==> src/logic/arc_pkg.sv <==
// Package for the conversion result calibration stage
package arc_pkg;
  localparam int RAW_W = 12;
  localparam int GAIN_W = 16;
  localparam int GAIN_FRAC = 14;
  localparam int OFFS_W = 16;
  localparam int LATENCY = 14;
  localparam int FADDR_W = 8;
  localparam logic [FADDR_W-1:0] GAIN_ADDR = 8'h00;
  localparam logic [FADDR_W-1:0] OFFS_ADDR = 8'h01;
  localparam logic [GAIN_W-1:0] GAIN_UNITY = 16'h4000;
  localparam logic [OFFS_W-1:0] OFFS_ZERO = 16'h0000;
  localparam logic [RAW_W-1:0] RAW_MAX = 12'hFFF;
  localparam logic [RAW_W-1:0] RAW_MIN = 12'h000;
  localparam int VREF_MV = 2560;

  typedef enum logic [1:0] {
    FS_GAIN_REQ = 2'b00,
    FS_GAIN_WAIT = 2'b01,
    FS_OFFS_WAIT = 2'b10,
    FS_READY = 2'b11
  } arc_fetch_t;

  typedef struct packed {
    logic valid;
    logic [RAW_W-1:0] value;
  } arc_sample_t;
endpackage

==> src/logic/arc_correct.sv <==
// Pipelined gain and offset correction with saturation policy
`timescale 1ns/1ps
module arc_correct
  import arc_pkg::*;
#(
  parameter int STAGES = LATENCY
)
(
  input wire logic clk_in,
  input wire logic rst_n_in,
  input wire logic bypass_sat_in,
  input wire logic [GAIN_W-1:0] gain_in,
  input wire logic [OFFS_W-1:0] offs_in,
  input wire arc_sample_t raw_in,
  output arc_sample_t res_out
);
  localparam int PW = RAW_W + GAIN_W + 2;
  logic signed [PW-1:0] prod;
  logic signed [PW-1:0] sum;
  logic [RAW_W-1:0] corr;
  logic sat;
  arc_sample_t pipe_q [STAGES];

  // Gain is unsigned fixed point; offset is signed raw counts
  always_comb
  begin
    prod = $signed({2'b00, gain_in}) * $signed({{(PW-RAW_W){1'b0}},
      raw_in.value});
    sum = (prod >>> GAIN_FRAC) + PW'($signed(offs_in));
    if (sum < 0)
      corr = RAW_MIN;
    else if (sum > PW'(RAW_MAX))
      corr = RAW_MAX;
    else
      corr = sum[RAW_W-1:0];
    sat = (raw_in.value == RAW_MAX) || (raw_in.value == RAW_MIN);
  end

  // Delay line gives the fixed latency; cost traded for timing slack
  genvar g;
  generate
    for (g = 0; g < STAGES; g++)
    begin : g_pipe
      if (g == 0)
      begin : g_head
        always_ff @(posedge clk_in or negedge rst_n_in)
        begin
          if (!rst_n_in)
            pipe_q[g] <= '0;
          else
          begin
            pipe_q[g].valid <= raw_in.valid;
            if (bypass_sat_in && sat)
              pipe_q[g].value <= raw_in.value;
            else
              pipe_q[g].value <= corr;
          end
        end
      end
      else
      begin : g_tail
        always_ff @(posedge clk_in or negedge rst_n_in)
        begin
          if (!rst_n_in)
            pipe_q[g] <= '0;
          else
            pipe_q[g] <= pipe_q[g-1];
        end
      end
    end
  endgenerate

  assign res_out = pipe_q[STAGES-1];
endmodule

==> src/logic/arc_top.sv <==
// Conversion result calibration stage top level
`timescale 1ns/1ps
// Functional notes
// - Output equals gain times raw plus offset
// - Coefficients fetched from flash automatically
// - Corrected value goes downstream, not raw
// - Always-correct mode corrects saturated inputs too
// - Bypass mode passes saturated raw unchanged
// - Correction adds fourteen clock cycles latency
// - Exported valid, busy, result come from here
// - Corrects only with 2.56V reference; others pass raw delayed
// - Unity gain, zero offset gives identity
module arc_top
  import arc_pkg::*;
#(
  parameter int VREF_SEL_MV = VREF_MV
)
(
  input wire logic MCLK_IN,
  input wire logic RST_N_IN,
  input wire logic BYPASS_SAT_IN,
  input wire logic RAW_VALID_IN,
  input wire logic [RAW_W-1:0] RAW_RESULT_IN,
  output logic FLASH_RD_OUT,
  output logic [FADDR_W-1:0] FLASH_ADDR_OUT,
  input wire logic FLASH_ACK_IN,
  input wire logic [GAIN_W-1:0] FLASH_DATA_IN,
  output logic COEF_READY_OUT,
  output logic RESULT_VALID_OUT,
  output logic BUSY_OUT,
  output logic [RAW_W-1:0] CONVERSION_RESULT_OUT
);
  arc_fetch_t fs_q;
  logic [GAIN_W-1:0] gain_q;
  logic [OFFS_W-1:0] offs_q;
  logic [RAW_W-1:0] res_q;
  logic valid_q;
  logic [4:0] pend_q;
  logic gain_take;
  logic offs_take;
  logic pend_up;
  logic pend_dn;
  arc_sample_t raw_s;
  arc_sample_t res_s;

  // Each coefficient is taken on the edge that sees the flash answer
  assign gain_take = (fs_q == FS_GAIN_WAIT) && FLASH_ACK_IN;
  assign offs_take = (fs_q == FS_OFFS_WAIT) && FLASH_ACK_IN;

  // Fetch runs once after every reset, gain word first
  always_ff @(posedge MCLK_IN or negedge RST_N_IN)
  begin
    if (!RST_N_IN)
      fs_q <= FS_GAIN_REQ;
    else
    begin
      case (fs_q)
        FS_GAIN_REQ:
          fs_q <= FS_GAIN_WAIT;
        FS_GAIN_WAIT:
          if (gain_take)
            fs_q <= FS_OFFS_WAIT;
        FS_OFFS_WAIT:
          if (offs_take)
            fs_q <= FS_READY;
        FS_READY:
          fs_q <= FS_READY;
        default:
          fs_q <= FS_GAIN_REQ;
      endcase
    end
  end

  // Unity gain until the flash answers, so early samples pass through
  always_ff @(posedge MCLK_IN or negedge RST_N_IN)
  begin
    if (!RST_N_IN)
      gain_q <= GAIN_UNITY;
    else if (gain_take)
      gain_q <= FLASH_DATA_IN;
  end

  // Offset word is read as signed counts by the datapath
  always_ff @(posedge MCLK_IN or negedge RST_N_IN)
  begin
    if (!RST_N_IN)
      offs_q <= OFFS_ZERO;
    else if (offs_take)
      offs_q <= FLASH_DATA_IN[OFFS_W-1:0];
  end

  // Read stays up through each wait; address parks on the gain word
  // Defaults first so every path drives all three outputs
  always_comb
  begin
    FLASH_RD_OUT = 1'b0;
    FLASH_ADDR_OUT = GAIN_ADDR;
    COEF_READY_OUT = 1'b0;
    case (fs_q)
      FS_GAIN_REQ:
      begin
        FLASH_RD_OUT = 1'b0;
        FLASH_ADDR_OUT = GAIN_ADDR;
      end
      FS_GAIN_WAIT:
      begin
        FLASH_RD_OUT = 1'b1;
        FLASH_ADDR_OUT = GAIN_ADDR;
      end
      FS_OFFS_WAIT:
      begin
        FLASH_RD_OUT = 1'b1;
        FLASH_ADDR_OUT = OFFS_ADDR;
      end
      FS_READY:
        COEF_READY_OUT = 1'b1;
      default:
      begin
        FLASH_RD_OUT = 1'b0;
        FLASH_ADDR_OUT = GAIN_ADDR;
      end
    endcase
  end

  // Samples before coefficients load use unity values
  assign raw_s.valid = RAW_VALID_IN;
  assign raw_s.value = RAW_RESULT_IN;

  // Stored coefficients only hold for the internal reference; with any
  // other reference the stage is left out and raw values are delayed
  generate
    if (VREF_SEL_MV == VREF_MV)
    begin : g_cal
      arc_correct #(
        .STAGES(LATENCY - 1)
      ) u_corr (
        .clk_in(MCLK_IN),
        .rst_n_in(RST_N_IN),
        .bypass_sat_in(BYPASS_SAT_IN),
        .gain_in(gain_q),
        .offs_in(offs_q),
        .raw_in(raw_s),
        .res_out(res_s)
      );
    end
    else
    begin : g_raw
      // Same depth as the calibrated path so downstream timing holds
      arc_sample_t dly_q [LATENCY-1];
      for (genvar k = 0; k < LATENCY - 1; k++)
      begin : g_dly
        if (k == 0)
        begin : g_head
          always_ff @(posedge MCLK_IN or negedge RST_N_IN)
          begin
            if (!RST_N_IN)
              dly_q[k] <= '0;
            else
              dly_q[k] <= raw_s;
          end
        end
        else
        begin : g_tail
          always_ff @(posedge MCLK_IN or negedge RST_N_IN)
          begin
            if (!RST_N_IN)
              dly_q[k] <= '0;
            else
              dly_q[k] <= dly_q[k-1];
          end
        end
      end
      assign res_s = dly_q[LATENCY-2];
    end
  endgenerate

  // Valid is a single-cycle strobe, one per sample taken
  always_ff @(posedge MCLK_IN or negedge RST_N_IN)
  begin
    if (!RST_N_IN)
      valid_q <= 1'b0;
    else
      valid_q <= res_s.valid;
  end

  // Result holds between strobes so a slow reader still sees it
  always_ff @(posedge MCLK_IN or negedge RST_N_IN)
  begin
    if (!RST_N_IN)
      res_q <= '0;
    else if (res_s.valid)
      res_q <= res_s.value;
  end

  // Count samples in flight; several may overlap in the pipe
  assign pend_up = RAW_VALID_IN && !valid_q;
  assign pend_dn = !RAW_VALID_IN && valid_q;

  // One sample in and one out in the same cycle leave the count alone
  always_ff @(posedge MCLK_IN or negedge RST_N_IN)
  begin
    if (!RST_N_IN)
      pend_q <= '0;
    else
    begin
      case ({pend_up, pend_dn})
        2'b10:
          pend_q <= pend_q + 5'h01;
        2'b01:
          pend_q <= pend_q - 5'h01;
        default:
          pend_q <= pend_q;
      endcase
    end
  end

  // Exported handshake and result belong to this stage
  assign BUSY_OUT = (pend_q != 5'h00);
  assign RESULT_VALID_OUT = valid_q;
  assign CONVERSION_RESULT_OUT = res_q;
endmodule

==> config.mk <==
export PLATFORM = sky130hd
export DESIGN_NAME = arc_top
export DESIGN_NICKNAME = d
export VERILOG_FILES = /design/src/logic/arc_pkg.sv /design/src/logic/arc_correct.sv /design/src/logic/arc_top.sv
export SDC_FILE = /design/constraint.sdc
export NUM_CORES = 1
export LEC_CHECK = 0
export BUFFER_PORTS_ARGS = -buffer_cell sky130_fd_sc_hd__buf_2
export CORE_ASPECT_RATIO = 2
export CORE_MARGIN = 2
export CORE_UTILIZATION = 55
export CTS_BUF_LIST = sky130_fd_sc_hd__clkbuf_8
export CTS_CLUSTER_SIZE = 20
export DETAILED_ROUTE_END_ITERATION = 8
export PLACE_DENSITY = 0.73
export SYNTH_ARGS = -nofsm -noshare
export SYNTH_HDL_FRONTEND = slang
export SYNTH_HIERARCHICAL = 1
export SYNTH_SLANG_ARGS = --single-unit
export TNS_END_PERCENT = 1
==> constraint.sdc <==
create_clock -name MCLK_IN -period 9.6 [get_ports MCLK_IN]
set_input_delay 0.48 -clock MCLK_IN [delete_from_list [all_inputs] [get_ports MCLK_IN]]
set_output_delay 0.48 -clock MCLK_IN [all_outputs]
set_load 0.005 [all_outputs]
=== Word-level counts from Yosys, hierarchy flattened ===
Index checks and enable logic that the tools add are counted.
W data, S select, Z words.

* $add $sub $neg: 3
* Multipliers: 1
* $lt $le $gt $ge: 2
* Eq/ne operators: 8
* Muxes and demuxes: 10
* Reduce and logical (&&, ||, !) cells: 14

{| class="wikitable"
|+ Operators with widths
! kind !! number
|-
| $mux W12 || 3
|-
| $gt A30 B12 Y1 const B || 1
|-
| $mul A16 B12 Y28 || 1
|-
| $add A15 B16 Y17 || 1
|-
| $lt A17 B1 Y1 const B || 1
|-
| $eq A12 B12 Y1 const B || 1
|-
| $logic_not A12 Y1 || 1
|-
| $pmux W5 S2 || 1
|-
| $pmux W2 S4 || 1
|-
| $eq A2 B2 Y1 const B || 3
|-
| $add A5 B1 Y5 const B || 1
|-
| $logic_and A1 B1 Y1 || 5
|-
| $reduce_bool A5 Y1 || 1
|-
| $sub A5 B1 Y5 const B || 1
|-
| $eq A2 B1 Y1 const B || 2
|-
| $mux W2 || 2
|-
| $ne A2 B2 Y1 const B || 2
|-
| $mux W1 || 3
|-
| $logic_not A1 Y1 || 2
|-
| $logic_not A2 Y1 || 1
|-
| $reduce_and A2 Y1 || 1
|-
| $reduce_bool A2 Y1 || 1
|-
| $reduce_or A2 Y1 || 1
|-
| $logic_or A1 B1 Y1 || 1
|}

* Register bits: 221
* Input port bits: 33
* Output and inout port bits: 24
* Word-level logic and storage cells: 70

=== Depth between registers and ports, before layout ===
Gate-level depths: netlist of run 1.

* Word-level depth: 6
* Mapped depth: 33
* Depth with buffers taken out: 30

=== Hierarchy ===
The synthesis of run 1 kept the hierarchy.

{| class="wikitable"
|+ By module, submodules not included
! module !! instances !! cells an instance !! area an instance (sq um) !! sequential area each (sq um)
|-
| arc_correct || 1 || 986 || 11029.3 || 4229.1
|-
| arc_top || 1 || 152 || 2209.6 || 1302.5
|}

=== Least setup slack after synthesis of run 1 ===
Ideal clock, no wire load.

* Kind: input to register
* From: in RAW_RESULT_IN[5]
* To: reg g_cal.u_corr/pipe_q[167] (netlist bit)
* Library setup time: 128 ps
* Arrival: 6899 ps
* Data required time: 9472 ps
* Path slack: 2573 ps
* Stages on the path: 29
* Buffers on the path: 3
* Cells stage by stage: clkbuf_1 clkbuf_1 nand2_1 fa_1 fa_1 inv_1 fa_1 fa_1 inv_1 fa_1 inv_1 ha_1 a21o_1 a21o_1 a21o_1 o21ai_2 a21oi_1 or4b_1 nand4_1 ha_1 a21oi_1 o21ai_0 a31oi_1 a31oi_2 nor4_1 a21oi_2 a21oi_4 buf_12 a21oi_2

* Longest elaborated chain between the ends: 6
* Elaborated cells on any way between the ends: 11
* Those cells by class: 1 x add/sub; 1 x mul; 2 x order compare; 1 x eq/ne; 3 x mux; 3 x reduce/logical

{| class="wikitable"
|+ RTL lines
! item !! line !! source
|-
| start: declaration || arc_top.sv:23 || <nowiki>input wire logic [RAW_W-1:0] RAW_RESULT_IN,</nowiki>
|-
| $mul A16 B12 Y28 || arc_correct.sv:27 || <nowiki>prod = $signed({2'b00, gain_in}) * $signed({{(PW-RAW_W){1'b0}},</nowiki>
|-
| $add A15 B16 Y17 || arc_correct.sv:29 || <nowiki>sum = (prod >>> GAIN_FRAC) + PW'($signed(offs_in));</nowiki>
|-
| $gt A30 B12 Y1 || arc_correct.sv:32 || <nowiki>else if (sum > PW'(RAW_MAX))</nowiki>
|-
| $mux W12 || arc_correct.sv:32 ||
|-
| $mux W12 || arc_correct.sv:30 || <nowiki>if (sum < 0)</nowiki>
|-
| $mux W12 * || arc_correct.sv:53 || <nowiki>if (bypass_sat_in && sat)</nowiki>
|-
| end: declaration || arc_correct.sv:22 || <nowiki>arc_sample_t pipe_q [STAGES];</nowiki>
|}

Every way passes the cells marked *; elsewhere a longest branch is shown, timed or not.
A chain may end at the register's enable or synchronous reset.

=== Worst setup path after layout of run 1 ===
* From: reg gain_q[5]
* To: reg g_cal.u_corr/pipe_q[156] (netlist bit)

* Longest elaborated chain between the ends: 6
* Elaborated cells on any way between the ends: 7
* Those cells by class: 1 x add/sub; 1 x mul; 2 x order compare; 3 x mux

{| class="wikitable"
|+ RTL lines
! item !! line !! source
|-
| start: declaration || arc_top.sv:34 || <nowiki>logic [GAIN_W-1:0] gain_q;</nowiki>
|-
| start signal: assignment || arc_top.sv:78 || <nowiki>gain_q <= GAIN_UNITY;</nowiki>
|-
| start signal: assignment || arc_top.sv:80 || <nowiki>gain_q <= FLASH_DATA_IN;</nowiki>
|-
| $mul A16 B12 Y28 * || arc_correct.sv:27 ||
|-
| $add A15 B16 Y17 * || arc_correct.sv:29 ||
|-
| $gt A30 B12 Y1 || arc_correct.sv:32 ||
|-
| $mux W12 || arc_correct.sv:32 ||
|-
| $mux W12 * || arc_correct.sv:30 ||
|-
| $mux W12 * || arc_correct.sv:53 ||
|}

Marks and branches as above.

==> insert_results.sql, run 1 <==
INSERT INTO impl_metrics (metric_group, metric, value, unit) VALUES
('synthesis', 'synth_top_area_cell', 'sky130_fd_sc_hd__dfrtp_1', ''),
('synthesis', 'synth.top_cells.by_area', 'sky130_fd_sc_hd__dfrtp_1 42%, sky130_fd_sc_hd__fa_1 21%, sky130_fd_sc_hd__ha_1 7.9%, sky130_fd_sc_hd__inv_1 4.8%, sky130_fd_sc_hd__nand2_1 4.1%', ''),
('synthesis', 'asyncSetResetFlopFracSynth', '100.0', '%'),
('sta', 'setup_viol_count_final', '0', ''),
('run_status', 'run_status', 'complete, no violations', ''),
('floorplanning', 'die_h', '223.4', 'microns'),
('floorplanning', 'core_rows', '80', ''),
('sta', 'timing_hold_violations_final', '0', ''),
('finish', 'fraction_of_final_layout_cells_sized_beyond_drive_strength_1', '14.57', '%'),
('floorplanning', 'die-width', '113.7', 'microns'),
('floorplanning', 'floorplan.io_pins', '57', ''),
('synthesis', 'synth_fa_ha_area_share', '29.11', '%'),
('clock_network', 'clock_sinks', '221', ''),
('synthesis', 'synth_edf_count', '0', ''),
('clock_network', 'clk_buf_depth', '3', ''),
('worst_setup_path', 'path_common_cell', 'sky130_fd_sc_hd__fa_1', ''),
('floorplanning', 'floorplan.initialDensity', '55.81', '%'),
('synthesis', 'synth_simple_gate_area_share', '9.942', '%'),
('place', 'dp_hpwl', '19.51', 'mm'),
('global_routing', 'grt_pass1_vias', '8818', ''),
('detailed_routing', 'number_of_vias_in_the_routed_layout', '8050', ''),
('clock_network', 'tritoncts', 'done', ''),
('synthesis', 'yosysTopAreaCellShare', '41.58', '%'),
('clock_network', 'clk_pin_slew', '0.06', 'ns'),
('worst_setup_path', 'slowest_stage_delay_on_critical_path', '0.80', 'ns'),
('sta', 'worst_hold_slack', '0.01988', 'ns'),
('power', 'p_leak', '7.749', 'nW'),
('worst_setup_path', 'worst-setup-path-type', 'reg2reg', ''),
('sta', 'fin_setup_tns', '0', 'ns'),
('sta', 'final-max-slew-violation-count', '0', ''),
('clock_network', 'cts_resized', '0', ''),
('synthesis', 'synth_cell_type_count', '60', ''),
('detailed_routing', 'drt.antenna.violating_nets', '0', ''),
('detailed_routing', 'routed_via_density', '5.461', ''),
('worst_setup_path', 'reg2reg_from', 'gain_q[5]', ''),
('worst_setup_path', 'cp.depth', '27', ''),
('synthesis', 'postSynthRegisterBits', '221', ''),
('synthesis', 'synth_xor_area_share', '1.720', '%'),
('synthesis', 'ys_warn_count', '6', ''),
('synthesis', 'yosys-mux-area-fraction', '4.092', '%'),
('global_routing', 'grt_start_max_net_pins', '137', ''),
('detailed_routing', 'wirelength', '26.05', 'mm'),
('worst_setup_path', 'critical_path.startpoint_type', 'flip-flop', ''),
('synthesis', 'synth-compound-area-share', '5.841', '%'),
('worst_setup_path', 'critical_path.endpoint_type', 'flip-flop', ''),
('finish', 'finalInstanceArea', '14220', 'sq um'),
('min_path', 'hp-class', 'in2async', ''),
('clock_network', 'clock_tree.htree_level_count', '1', ''),
('floorplanning', 'fp.dieArea', '25400', 'sq um'),
('worst_setup_path', 'regToRegSetupSlack', '1.87', 'ns'),
('worst_setup_path', 'worstPathMaxFanout', '13', ''),
('global_routing', 'grt_remaining_overflow', '0', ''),
('sta', 'timing.final.crit_period', '7.735', 'ns'),
('run', 'max-cap-violations', '0', ''),
('place', 'placed_area', '13530', 'sq um'),
('sta', 'worst-slew-pin-transition', '1.034', 'ns'),
('clock_network', 'clock-root-buffer', 'sky130_fd_sc_hd__clkbuf_8', ''),
('global_routing', 'all_layer_global_routing_usage', '21.80', '%'),
('sta', 'timing.max_slew.rel_slack', '31.04', '%'),
('worst_setup_path', 'timing.critical_path.buf_inv', '3', ''),
('synthesis', 'postSynthAreaPerCell', '11.63', 'sq um'),
('power', 'power.density', '128.0', 'nW/um^2'),
('synthesis', 'synthesis.instances', '1138', ''),
('detailed_routing', 'detail_route.drc_violations', '0', ''),
('power', 'power.total', '1.821', 'mW'),
('sta', 'fmaxAchievable', '0.1293', 'GHz'),
('synthesis', 'post_synth_top_flop', 'sky130_fd_sc_hd__dfrtp_1', ''),
('synthesis', 'synth_top_family_by_area', 'adder cells', ''),
('place', 'placement.io_buffers', '49', ''),
('place', 'finalWeightedCongestion', '0.9433', ''),
('synthesis', 'post_synthesis_sequential_area_ratio', '41.78', '%');
[worst register-to-register path, cell delays in order, from the launching register on]
cell and delay [ns]:
sky130_fd_sc_hd__dfrtp_1 0.80, sky130_fd_sc_hd__nand2_1 0.18, sky130_fd_sc_hd__fa_1 0.57, sky130_fd_sc_hd__inv_1 0.05, sky130_fd_sc_hd__fa_1 0.47, sky130_fd_sc_hd__fa_1 0.52
sky130_fd_sc_hd__fa_1 0.55, sky130_fd_sc_hd__inv_1 0.06, sky130_fd_sc_hd__fa_1 0.53, sky130_fd_sc_hd__inv_1 0.04, sky130_fd_sc_hd__ha_1 0.31, sky130_fd_sc_hd__a21o_1 0.16
sky130_fd_sc_hd__a21oi_1 0.15, sky130_fd_sc_hd__o21a_1 0.20, sky130_fd_sc_hd__a21oi_2 0.10, sky130_fd_sc_hd__o21ai_2 0.17, sky130_fd_sc_hd__a21oi_1 0.13, sky130_fd_sc_hd__or4b_1 0.52
sky130_fd_sc_hd__nand4_1 0.14, sky130_fd_sc_hd__ha_1 0.28, sky130_fd_sc_hd__a21oi_1 0.20, sky130_fd_sc_hd__o21ai_0 0.11, sky130_fd_sc_hd__a31oi_1 0.23, sky130_fd_sc_hd__a31oi_2 0.17
sky130_fd_sc_hd__nor4_1 0.27, sky130_fd_sc_hd__a21oi_2 0.09, sky130_fd_sc_hd__a21oi_4 0.45, sky130_fd_sc_hd__a21oi_1 0.14
[layout make-up]
class                      instances  area, sq um
sequential                       221         5532
multi-input combinational        690         6739
clock inverter                    17        141.4
inverter                         168        630.6
tap                              287        359.1
clock buffer                      40        550.5
timing repair buffer              51        270.3
fill                            1897         9500
[cell families (layout without fill, tap and decap cells)]
family / Yosys count / count (layout)
AND/OR/NAND/NOR: 279 / 279
buffers and inverters: 233 / 276
adder cells (fa/ha/maj): 224 / 224
flip-flops: 221 / 221
AO/OA/AOI/OAI: 106 / 106
multiplexers: 48 / 48
XOR/XNOR: 26 / 26
other: 1 / 7
[registers in the layout (all words and copies together) (netlist names)]
name	flops
g_cal.u_corr/res_out	13
RESULT_VALID_OUT	1
gain_q	16
fs_q	2
pend_q	5
offs_q	16
CONVERSION_RESULT_OUT	12
g_cal.u_corr/pipe_q	156
[cells in the mapped netlist (2+ instances only)]
library cell,count
sky130_fd_sc_hd__dfrtp_1,220
sky130_fd_sc_hd__inv_1,168
sky130_fd_sc_hd__nand2_1,146
sky130_fd_sc_hd__fa_1,140
sky130_fd_sc_hd__ha_1,84
sky130_fd_sc_hd__and2_1,62
sky130_fd_sc_hd__mux2_2,45
sky130_fd_sc_hd__clkbuf_1,36
sky130_fd_sc_hd__a21oi_1,27
sky130_fd_sc_hd__nor2_1,26
sky130_fd_sc_hd__buf_4,21
sky130_fd_sc_hd__a21o_1,16
sky130_fd_sc_hd__xnor2_1,14
sky130_fd_sc_hd__a21oi_2,13
sky130_fd_sc_hd__xor2_1,12
sky130_fd_sc_hd__nand4_1,9
sky130_fd_sc_hd__o21ai_0,9
sky130_fd_sc_hd__nand3_1,7
sky130_fd_sc_hd__o21ai_1,7
sky130_fd_sc_hd__nor2b_1,6
sky130_fd_sc_hd__o21a_1,6
sky130_fd_sc_hd__buf_2,5
sky130_fd_sc_hd__nor3_1,5
sky130_fd_sc_hd__a31oi_1,4
sky130_fd_sc_hd__nor4_1,4
sky130_fd_sc_hd__o21bai_1,3
sky130_fd_sc_hd__and3_1,2
sky130_fd_sc_hd__buf_6,2
sky130_fd_sc_hd__mux2i_1,2
sky130_fd_sc_hd__nand2_2,2
sky130_fd_sc_hd__nand2b_1,2
sky130_fd_sc_hd__nand4b_1,2
sky130_fd_sc_hd__o211ai_1,2
sky130_fd_sc_hd__o21ai_2,2
sky130_fd_sc_hd__or3_1,2
[where the power goes]
part           leakage [nW]  switching (mW)  internal (mW)
sequential             3.03          0.0181          0.946
combinational          4.34          0.0564         0.0310
clock                 0.378           0.338          0.431
[cell usage in the layout, fill, tap and decap left out, drive strengths merged, types with 18 or more instances in the layout]
| cell | n |
|---|---|
| fa | 140 |
| o21ai | 18 |
| clkbuf | 40 |
| mux2 | 46 |
| ha | 84 |
| nor2 | 26 |
| inv | 178 |
| dfrtp | 220 |
| nand2 | 148 |
| buf | 51 |
| a21oi | 41 |
| and2 | 62 |
[worst max path at each step]
stage	startpoint	endpoint	slack (ns)
CTS	gain_q[5]	g_cal.u_corr/pipe_q[156]	1.94
floorplan	RAW_RESULT_IN[5]	g_cal.u_corr/pipe_q[167]	2.57
global placement	RAW_RESULT_IN[10]	g_cal.u_corr/pipe_q[156]	2.05
global route	gain_q[5]	g_cal.u_corr/pipe_q[156]	1.53
finish	gain_q[5]	g_cal.u_corr/pipe_q[156]	1.87
detailed placement	RAW_RESULT_IN[10]	g_cal.u_corr/pipe_q[156]	1.94
[per-stage QoR]
stage	setup WS [ns]	util (%)	std cells
floorplan	2.573	-	1144
global placement	2.047	57.04	1417
detailed placement	1.944	57.04	1417
CTS	1.938	59.95	1474
global route	1.534	59.95	1474
finish	1.865	59.95	1474
[routing by layer]
layer  vias up  global-route usage (%)  part of all wire, %
met4         0                   8.930                  4.6
met1      4149                   24.68                   35
met5         -                       0                    0
met2       243                   40.82                   56
met3        85                   2.717                  4.5
li1       3573                       -                    -
No activity file was read; power rests on OpenSTA's default activity.
==> inputs of run 2 (changes only) <==
clock period = 8.12 ns   (was 9.6 ns; I/O delays follow)
==> run 2 against run 1 <==
Sequential share of layout area down 0.051 points. Sequential power up 18%. Core utilization up 0.079 points. Register-to-register slack worse by 1.3 ns. Combinational power up 18%. Global-route usage up 0.42 points. Final cell count up 0.47%.
==> insert_results.sql, run 2 (same netlist as run 1, synthesis figures left out) <==
INSERT INTO impl_metrics (metric_group, metric, value, unit) VALUES
('clock_network', 'clock_sinks', '221', ''),
('clock_network', 'cts_resized', '0', ''),
('finish', 'largest_register_ffs', '156', ''),
('run', 'max-cap-violations', '0', ''),
('finish', 'nets_finish', '1429', ''),
('floorplanning', 'floorplan.io_pins', '57', ''),
('clock_network', 'clk_buf_depth', '3', ''),
('power', 'p_leak', '7.782', 'nW'),
('finish', 'layout.cells.most_common', 'sky130_fd_sc_hd__dfrtp_1', ''),
('detailed_routing', 'top_layer_used', 'met4', ''),
('detailed_routing', 'drt-wirelength-per-cell', '17.83', 'microns'),
('floorplanning', 'die-width', '113.7', 'microns'),
('power', 'power.density', '149.3', 'nW/um^2'),
('finish', 'num-fill-cells', '1875', ''),
('sta', 'layout_worst_path_cycle_share', '93.63', '%'),
('finish', 'biggestRegsByFlops', 'g_cal.u_corr/pipe_q (156), gain_q (16), offs_q (16)', ''),
('sta', 'worst-slew-pin-transition', '1.027', 'ns'),
('detailed_routing', 'wirelength', '26.40', 'mm'),
('detailed_routing', 'detailroute.wirelength.met2', '14.23', 'mm'),
('finish', 'areaGrowthSynthToFinish', '7.570', '%'),
('sta', 'fmaxAchievable', '0.1315', 'GHz'),
('worst_setup_path', 'worstPathArrival', '7.96', 'ns'),
('power', 'max-vdd-ir-drop', '0.1060', 'mV'),
('global_routing', 'grt_start_max_net_pins', '148', ''),
('floorplanning', 'die_h', '223.4', 'microns'),
('finish', 'most-common-layout-cells', '220 x sky130_fd_sc_hd__dfrtp_1, 179 x sky130_fd_sc_hd__inv_1, 146 x sky130_fd_sc_hd__nand2_1, 140 x sky130_fd_sc_hd__fa_1, 84 x sky130_fd_sc_hd__ha_1', ''),
('global_routing', 'grt_remaining_overflow', '0', ''),
('sta', 'final-max-slew-violation-count', '0', ''),
('worst_setup_path', 'worstPathMaxFanout', '12', ''),
('sta', 'timing_hold_violations_final', '0', ''),
('place', 'placement.io_buffers', '49', ''),
('power', 'p_clk_share', '41.5', '%'),
('detailed_routing', 'drt.antenna.violating_nets', '0', ''),
('clock_network', 'cts-buffers-inserted', '34', ''),
('detailed_routing', 'number_of_vias_in_the_routed_layout', '8069', ''),
('sta', 'rsz0062_at_grt', 'false', ''),
('worst_setup_path', 'reg2reg_from', 'gain_q[6]', ''),
('clock_network', 'clock_tree.htree_level_count', '2', ''),
('place', 'placed_cells_incl_taps', '1423', ''),
('detailed_routing', 'detail_route.drc_violations', '0', ''),
('floorplanning', 'core_rows', '80', ''),
('min_path', 'hp-class', 'in2async', ''),
('place', 'placed_area', '13580', 'sq um'),
('detailed_routing', 'drt_iter0_drc', '483', ''),
('place', 'finalWeightedCongestion', '0.9655', ''),
('finish', 'finalNonFillerCells', '1481', ''),
('power', 'comb_power_share', '4.9', '%'),
('sta', 'final.setup_skew', '0.02675', 'ns'),
('finish', 'max_flop_register', 'g_cal.u_corr/pipe_q', ''),
('finish', 'finalInstanceArea', '14240', 'sq um'),
('worst_setup_path', 'critical_path.startpoint_type', 'flip-flop', ''),
('worst_setup_path', 'timing.reg2reg.worst_path_depth', '26', ''),
('worst_setup_path', 'regToRegSetupSlack', '0.52', 'ns'),
('power', 'sw_frac_of_total', '22.96', '%'),
('floorplanning', 'design.core.area', '23720', 'sq um'),
('detailed_routing', 'dr.pass1.iters', '5', ''),
('power', 'power.total', '2.127', 'mW'),
('finish', 'area.sequential', '5532', 'sq um'),
('global_routing', 'all_layer_global_routing_usage', '22.22', '%'),
('global_routing', 'grt_pass1_vias', '8806', ''),
('detailed_routing', 'met1_length', '9.249', 'mm'),
('global_routing', 'antenna_found_initial', '0', ''),
('sta', 'fin_setup_tns', '0', 'ns'),
('worst_setup_path', 'critical_path_required', '8.47', 'ns'),
('sta', 'timing.final.crit_period', '7.603', 'ns'),
('floorplanning', 'fp.dieArea', '25400', 'sq um'),
('place', 'dp_hpwl', '20.08', 'mm'),
('sta', 'timing.max_slew.rel_slack', '31.52', '%'),
('worst_setup_path', 'regToRegEndpoint', 'g_cal.u_corr/pipe_q[157]', ''),
('finish', 'multi_input_area', '6739', 'sq um'),
('finish', 'fraction_of_final_layout_cells_sized_beyond_drive_strength_1', '14.84', '%'),
('global_routing', 'grt_first_pass_wirelength', '43.82', 'mm'),
('clock_network', 'cts_hold_bufs', '0', ''),
('clock_network', 'cts_post_setup_buffers_inserted', '0', ''),
('power', 'p_sw', '488.3', 'uW'),
('clock_network', 'insertion_delay', '0.51', 'ns'),
('clock_network', 'tritoncts', 'done', ''),
('detailed_routing', 'met3WireLength', '1.165', 'mm'),
('run_status', 'run_status', 'complete, no violations', ''),
('clock_network', 'clk_pin_slew', '0.06', 'ns'),
('clock_network', 'clock-root-buffer', 'sky130_fd_sc_hd__clkbuf_8', ''),
('floorplanning', 'floorplan.initialDensity', '55.81', '%'),
('sta', 'setup_viol_count_final', '0', ''),
('detailed_routing', 'routed_via_density', '5.448', ''),
('power', 'seqPwrFrac', '53.6', '%'),
('worst_setup_path', 'worst-setup-path-type', 'reg2reg', ''),
('power', 'p_int', '1.638', 'mW'),
('worst_setup_path', 'critical_path.endpoint_type', 'flip-flop', '');
[run 2: cell types whose count changed in the layout (fill, tap and decap cells not counted), sizes merged]
cell,delta
buf,+6
clkinvlp,-2
diode,+1
inv,+3
bufinv,-1
[run 2: power by group through the flow]
stage,Sequential [mW],Combinational [mW],Clock (mW)
after detailed placement,1.16,0.104,0
after global placement,1.16,0.102,0
after CTS,1.14,0.105,0.911
final,1.14,0.103,0.883
after floorplan,1.15,0.0664,0
after global routing,1.14,0.118,0.967
[run 2: cell type report]
cell class | count | share of cell area, %
clock inverters | 17 | 0.7907
flip-flops and latches | 221 | 38.84
repair buffers | 57 | 2.214
multi-input cells | 690 | 47.32
inverters | 168 | 4.428
diodes | 1 | 0.01757
well taps | 287 | 2.522
clock buffers | 40 | 3.866
[run 2: worst max-delay path by stage]
stage | startpoint | endpoint | slack, ns
final | gain_q[6] | g_cal.u_corr/pipe_q[157] | 0.52
after global routing | gain_q[6] | g_cal.u_corr/pipe_q[157] | 0.15
after CTS | gain_q[6] | g_cal.u_corr/pipe_q[157] | 0.53
after detailed placement | RAW_RESULT_IN[10] | g_cal.u_corr/pipe_q[157] | 0.50
after global placement | RAW_RESULT_IN[10] | g_cal.u_corr/pipe_q[156] | 0.61
after floorplan | RAW_RESULT_IN[5] | g_cal.u_corr/pipe_q[167] | 1.17
[run 2: metrics by stage]
| step | util [%] | hold WS, ns | setup slack, ns |
|---|---|---|---|
| 2_1_floorplan | - | 0.1104 | 1.167 |
| 3_3_place_gp | 57.23 | 0.3311 | 0.6077 |
| 3_5_place_dp | 57.23 | 0.3347 | 0.5025 |
| 4_1_cts | 60.02 | 0.02102 | 0.5286 |
| 5_1_grt | 60.02 | 0.03128 | 0.1465 |
| 6_report | 60.03 | 0.03658 | 0.5172 |
[run 2: worst max-delay path, stage by stage, from the launching register on]
cell                      delay (ns)
sky130_fd_sc_hd__dfrtp_1        0.54
sky130_fd_sc_hd__buf_4          0.24
sky130_fd_sc_hd__and2_1         0.17
sky130_fd_sc_hd__fa_1           0.49
sky130_fd_sc_hd__fa_1           0.54
sky130_fd_sc_hd__fa_1           0.56
sky130_fd_sc_hd__fa_1           0.57
sky130_fd_sc_hd__inv_1          0.06
sky130_fd_sc_hd__fa_1           0.53
sky130_fd_sc_hd__inv_1          0.04
sky130_fd_sc_hd__ha_1           0.32
sky130_fd_sc_hd__a21o_1         0.17
sky130_fd_sc_hd__a21o_1         0.19
sky130_fd_sc_hd__a21o_1         0.21
sky130_fd_sc_hd__o21ai_2        0.13
sky130_fd_sc_hd__a21oi_1        0.14
sky130_fd_sc_hd__or4b_1         0.53
sky130_fd_sc_hd__nand4_1        0.16
sky130_fd_sc_hd__ha_1           0.29
sky130_fd_sc_hd__a21oi_1        0.17
sky130_fd_sc_hd__o21ai_0        0.10
sky130_fd_sc_hd__a31oi_1        0.23
sky130_fd_sc_hd__a31oi_2        0.16
sky130_fd_sc_hd__nor4_1         0.27
sky130_fd_sc_hd__a21oi_2        0.09
sky130_fd_sc_hd__a21oi_4        0.43
sky130_fd_sc_hd__a21oi_1        0.13
[run 2: metal layers]
| layer | global-route usage, % | vias up |
|---|---|---|
| li1 | - | 3595 |
| met3 | 3.178 | 104 |
| met4 | 13.57 | 0 |
| met1 | 24.50 | 4113 |
| met5 | 0 | - |
| met2 | 39.79 | 257 |
==> inputs of run 3 (changes only) <==
SYNTH_HIERARCHICAL = unset   (was 1)
==> run 3 against run 2 <==
Worst hold slack gained 0.053 ns. Final cell count shrank 1.8%. Wire length shrank 2.5%. Core utilization grew 0.57 points. Clock-buffer cell count shrank 3. Critical path depth shrank 1. Design area shrank 1.6%. Critical path type unchanged. Largest cell class unchanged.
==> insert_results.sql, run 3 <==
INSERT INTO impl_metrics (metric_group, metric, value, unit) VALUES
('run_status', 'run_status', 'complete, no violations', ''),
('finish', 'largest_register_ffs', '156', ''),
('synthesis', 'yosysTopAreaCellShare', '42.62', '%'),
('finish', 'layout.cells.most_common', 'sky130_fd_sc_hd__dfrtp_1', ''),
('detailed_routing', 'drt.antenna.violating_nets', '0', ''),
('synthesis', 'ys_warn_count', '0', ''),
('sta', 'rsz0062_at_grt', 'false', ''),
('synthesis', 'yosys-top-cells-count', '220 x sky130_fd_sc_hd__dfrtp_1, 176 x sky130_fd_sc_hd__inv_1, 153 x sky130_fd_sc_hd__nand2_1', ''),
('sta', 'timing.final.crit_period', '7.600', 'ns'),
('detailed_routing', 'detail_route.drc_violations', '0', ''),
('clock_network', 'clk_pin_slew', '0.08', 'ns'),
('sta', 'fin_setup_tns', '0', 'ns'),
('clock_network', 'insertion_delay', '0.57', 'ns'),
('finish', 'max_flop_register', 'g_cal.u_corr.pipe_q', ''),
('sta', 'timing.max_slew.rel_slack', '27.93', '%'),
('detailed_routing', 'dr.pass1.iters', '4', ''),
('synthesis', 'syn_area', '12920', 'sq um'),
('synthesis', 'synth_top_area_cell', 'sky130_fd_sc_hd__dfrtp_1', ''),
('finish', 'nets_finish', '1408', ''),
('min_path', 'hp-class', 'in2reg', ''),
('floorplanning', 'fp.dieArea', '24800', 'sq um'),
('sta', 'worst-slew-pin-transition', '1.081', 'ns'),
('finish', 'antenna_cells', '0', ''),
('worst_setup_path', 'critical_path.startpoint_type', 'flip-flop', ''),
('sta', 'final-max-slew-violation-count', '0', ''),
('floorplanning', 'die-width', '112.4', 'microns'),
('sta', 'final.setup_skew', '0.02308', 'ns'),
('clock_network', 'clk_buf_depth', '3', ''),
('synthesis', 'synth.top_cells.by_area', 'sky130_fd_sc_hd__dfrtp_1 43%, sky130_fd_sc_hd__fa_1 22%, sky130_fd_sc_hd__ha_1 8.2%, sky130_fd_sc_hd__inv_1 5.1%, sky130_fd_sc_hd__nand2_1 4.4%', ''),
('global_routing', 'grt_remaining_overflow', '0', ''),
('clock_network', 'clock_sinks', '221', ''),
('synthesis', 'synthesis.instances', '1102', ''),
('detailed_routing', 'drt-wirelength-per-cell', '17.71', 'microns'),
('finish', 'fraction_of_final_layout_cells_sized_beyond_drive_strength_1', '13.24', '%'),
('floorplanning', 'floorplan.initialDensity', '55.85', '%'),
('clock_network', 'tritoncts', 'done', ''),
('clock_network', 'clock_tree.htree_level_count', '1', ''),
('synthesis', 'synth_edf_count', '0', ''),
('finish', 'areaGrowthSynthToFinish', '8.504', '%'),
('worst_setup_path', 'worstPathArrival', '8.00', 'ns'),
('worst_setup_path', 'startpoint_of_the_most_critical_setup_path', 'gain_q[7]', ''),
('synthesis', 'post_synth_top_flop', 'sky130_fd_sc_hd__dfrtp_1', ''),
('global_routing', 'all_layer_global_routing_usage', '22.41', '%'),
('floorplanning', 'floorplan.io_pins', '57', ''),
('global_routing', 'grt_pass1_vias', '8815', ''),
('synthesis', 'post_synthesis_sequential_area_ratio', '42.82', '%'),
('sta', 'layout_worst_path_cycle_share', '93.60', '%'),
('sta', 'fmaxAchievable', '0.1316', 'GHz'),
('synthesis', 'postSynthRegisterBits', '221', ''),
('place', 'finalWeightedCongestion', '0.9298', ''),
('sta', 'setup_viol_count_final', '0', ''),
('finish', 'most-common-layout-cells', '220 x sky130_fd_sc_hd__dfrtp_1, 185 x sky130_fd_sc_hd__inv_1, 153 x sky130_fd_sc_hd__nand2_1, 141 x sky130_fd_sc_hd__fa_1, 85 x sky130_fd_sc_hd__ha_1', ''),
('worst_setup_path', 'critical_path.endpoint_type', 'flip-flop', ''),
('clock_network', 'cts-buffers-inserted', '30', ''),
('clock_network', 'cts_hold_bufs', '2', ''),
('detailed_routing', 'routed_via_density', '5.422', ''),
('global_routing', 'grt_start_max_net_pins', '130', ''),
('place', 'placement.io_buffers', '49', ''),
('clock_network', 'clock-root-buffer', 'sky130_fd_sc_hd__clkbuf_8', ''),
('run', 'max-cap-violations', '0', ''),
('worst_setup_path', 'critical_path_required', '8.52', 'ns'),
('floorplanning', 'die_h', '220.7', 'microns'),
('synthesis', 'synth_cell_type_count', '52', ''),
('synthesis', 'postSynthAreaPerCell', '11.72', 'sq um'),
('finish', 'biggestRegsByFlops', 'g_cal.u_corr.pipe_q (156), gain_q (16), offs_q (16)', ''),
('floorplanning', 'design.core.area', '23130', 'sq um'),
('synthesis', 'cell_with_the_most_instances_after_synthesis', 'sky130_fd_sc_hd__dfrtp_1', ''),
('synthesis', 'asyncSetResetFlopFracSynth', '100.0', '%'),
('min_path', 'hold_path.startpoint', 'FLASH_DATA_IN[12]', ''),
('worst_setup_path', 'worstPathMaxFanout', '13', ''),
('sta', 'timing_hold_violations_final', '0', ''),
('place', 'dp_hpwl', '19.64', 'mm'),
('clock_network', 'cts_post_setup_buffers_inserted', '0', ''),
('clock_network', 'cts_resized', '0', ''),
('global_routing', 'grt_first_pass_wirelength', '43.37', 'mm'),
('detailed_routing', 'wirelength', '25.75', 'mm'),
('worst_setup_path', 'reg2reg_from', 'gain_q[7]', ''),
('worst_setup_path', 'worst-setup-path-type', 'reg2reg', ''),
('detailed_routing', 'drt_iter0_drc', '392', ''),
('detailed_routing', 'number_of_vias_in_the_routed_layout', '7884', ''),
('floorplanning', 'core_rows', '79', ''),
('global_routing', 'antenna_found_initial', '0', '');
run 3: cell types whose count changed after synthesis, sizes merged, moves of 6 or more:
cell   change
buf       -17
a31oi     +11
nand3      -6
nor2      -11
inv        +8
a21oi     -19
a21o       -6
run 3: cells by family (layout without fill, tap and decap cells):
family | count (synthesis) | in the layout | synth area share, %
xor+xnor | 28 | 28 | 1.898
fa+ha+maj | 226 | 226 | 30.09
other cells | 1 | 7 | 0.02903
buf+inv | 225 | 288 | 6.887
compound gates | 95 | 95 | 4.950
simple gates | 262 | 262 | 9.492
flops | 221 | 221 | 42.82
mux | 44 | 44 | 3.836
run 3: area by class of cell:
cell class	count	area, sq um
sequential	221	5532
tap	283	354.1
inverter	176	660.6
fill	1864	9114
clock buffer	37	509.2
clock inverter	17	113.9
multi-input combinational	662	6519
timing repair buffer	58	327.8
run 3: final timing paths:
kind	endpoint	slack, ns	depth (start not counted)
min	offs_q[12]	0.09	2
max in group asynchronous	offs_q[3]	5.88	3
min in group asynchronous	pend_q[0]	0.51	2
min reg2reg	g_cal.u_corr.pipe_q[112]	0.34	0
max	g_cal.u_corr.pipe_q[159]	0.52	25
max reg2reg	g_cal.u_corr.pipe_q[159]	0.52	25
run 3: per-layer routing:
layer  track usage [%]  vias to the layer above  part of all wire (%)
met5                 0                        -                     0
met4             15.08                        0                   8.0
met3             2.712                      117                   4.4
met2             40.40                      244                    53
met1             24.58                     4011                    35
li1                  -                     3512                     -
run 3: critical path, stage by stage (launching register included):
cell	delay, ns
sky130_fd_sc_hd__dfrtp_1	0.60
sky130_fd_sc_hd__and2_1	0.30
sky130_fd_sc_hd__fa_1	0.53
sky130_fd_sc_hd__inv_1	0.07
sky130_fd_sc_hd__fa_1	0.52
sky130_fd_sc_hd__fa_1	0.56
sky130_fd_sc_hd__inv_1	0.06
sky130_fd_sc_hd__fa_1	0.53
sky130_fd_sc_hd__inv_1	0.05
sky130_fd_sc_hd__fa_1	0.53
sky130_fd_sc_hd__inv_1	0.04
sky130_fd_sc_hd__ha_1	0.34
sky130_fd_sc_hd__and4_1	0.24
sky130_fd_sc_hd__and3_1	0.17
sky130_fd_sc_hd__a211o_1	0.28
sky130_fd_sc_hd__a21oi_1	0.27
sky130_fd_sc_hd__nand3b_1	0.16
sky130_fd_sc_hd__xor2_1	0.19
sky130_fd_sc_hd__ha_1	0.38
sky130_fd_sc_hd__and3_1	0.23
sky130_fd_sc_hd__and3_1	0.19
sky130_fd_sc_hd__a311o_1	0.35
sky130_fd_sc_hd__o211ai_1	0.23
sky130_fd_sc_hd__a31oi_1	0.13
sky130_fd_sc_hd__o22ai_2	0.39
sky130_fd_sc_hd__a31oi_1	0.08
run 3: metrics by stage:
step	setup WS, ns	cells	cell area (sq um)	hold WS, ns	utilization (%)
final	0.5200	1454	14020	0.08935	60.60
after floorplan	1.078	1108	12940	0.1104	-
after CTS	0.5509	1454	14020	0.04979	60.60
after detailed placement	0.5498	1398	13370	0.3347	57.82
after global placement	0.6786	1398	13370	0.3312	57.82
after global routing	0.09976	1454	14020	0.07267	60.60
Power of run 3 is left out: the tool's default activity adds up to more than one toggle a clock period on the data nets, which glitch-free logic cannot reach.
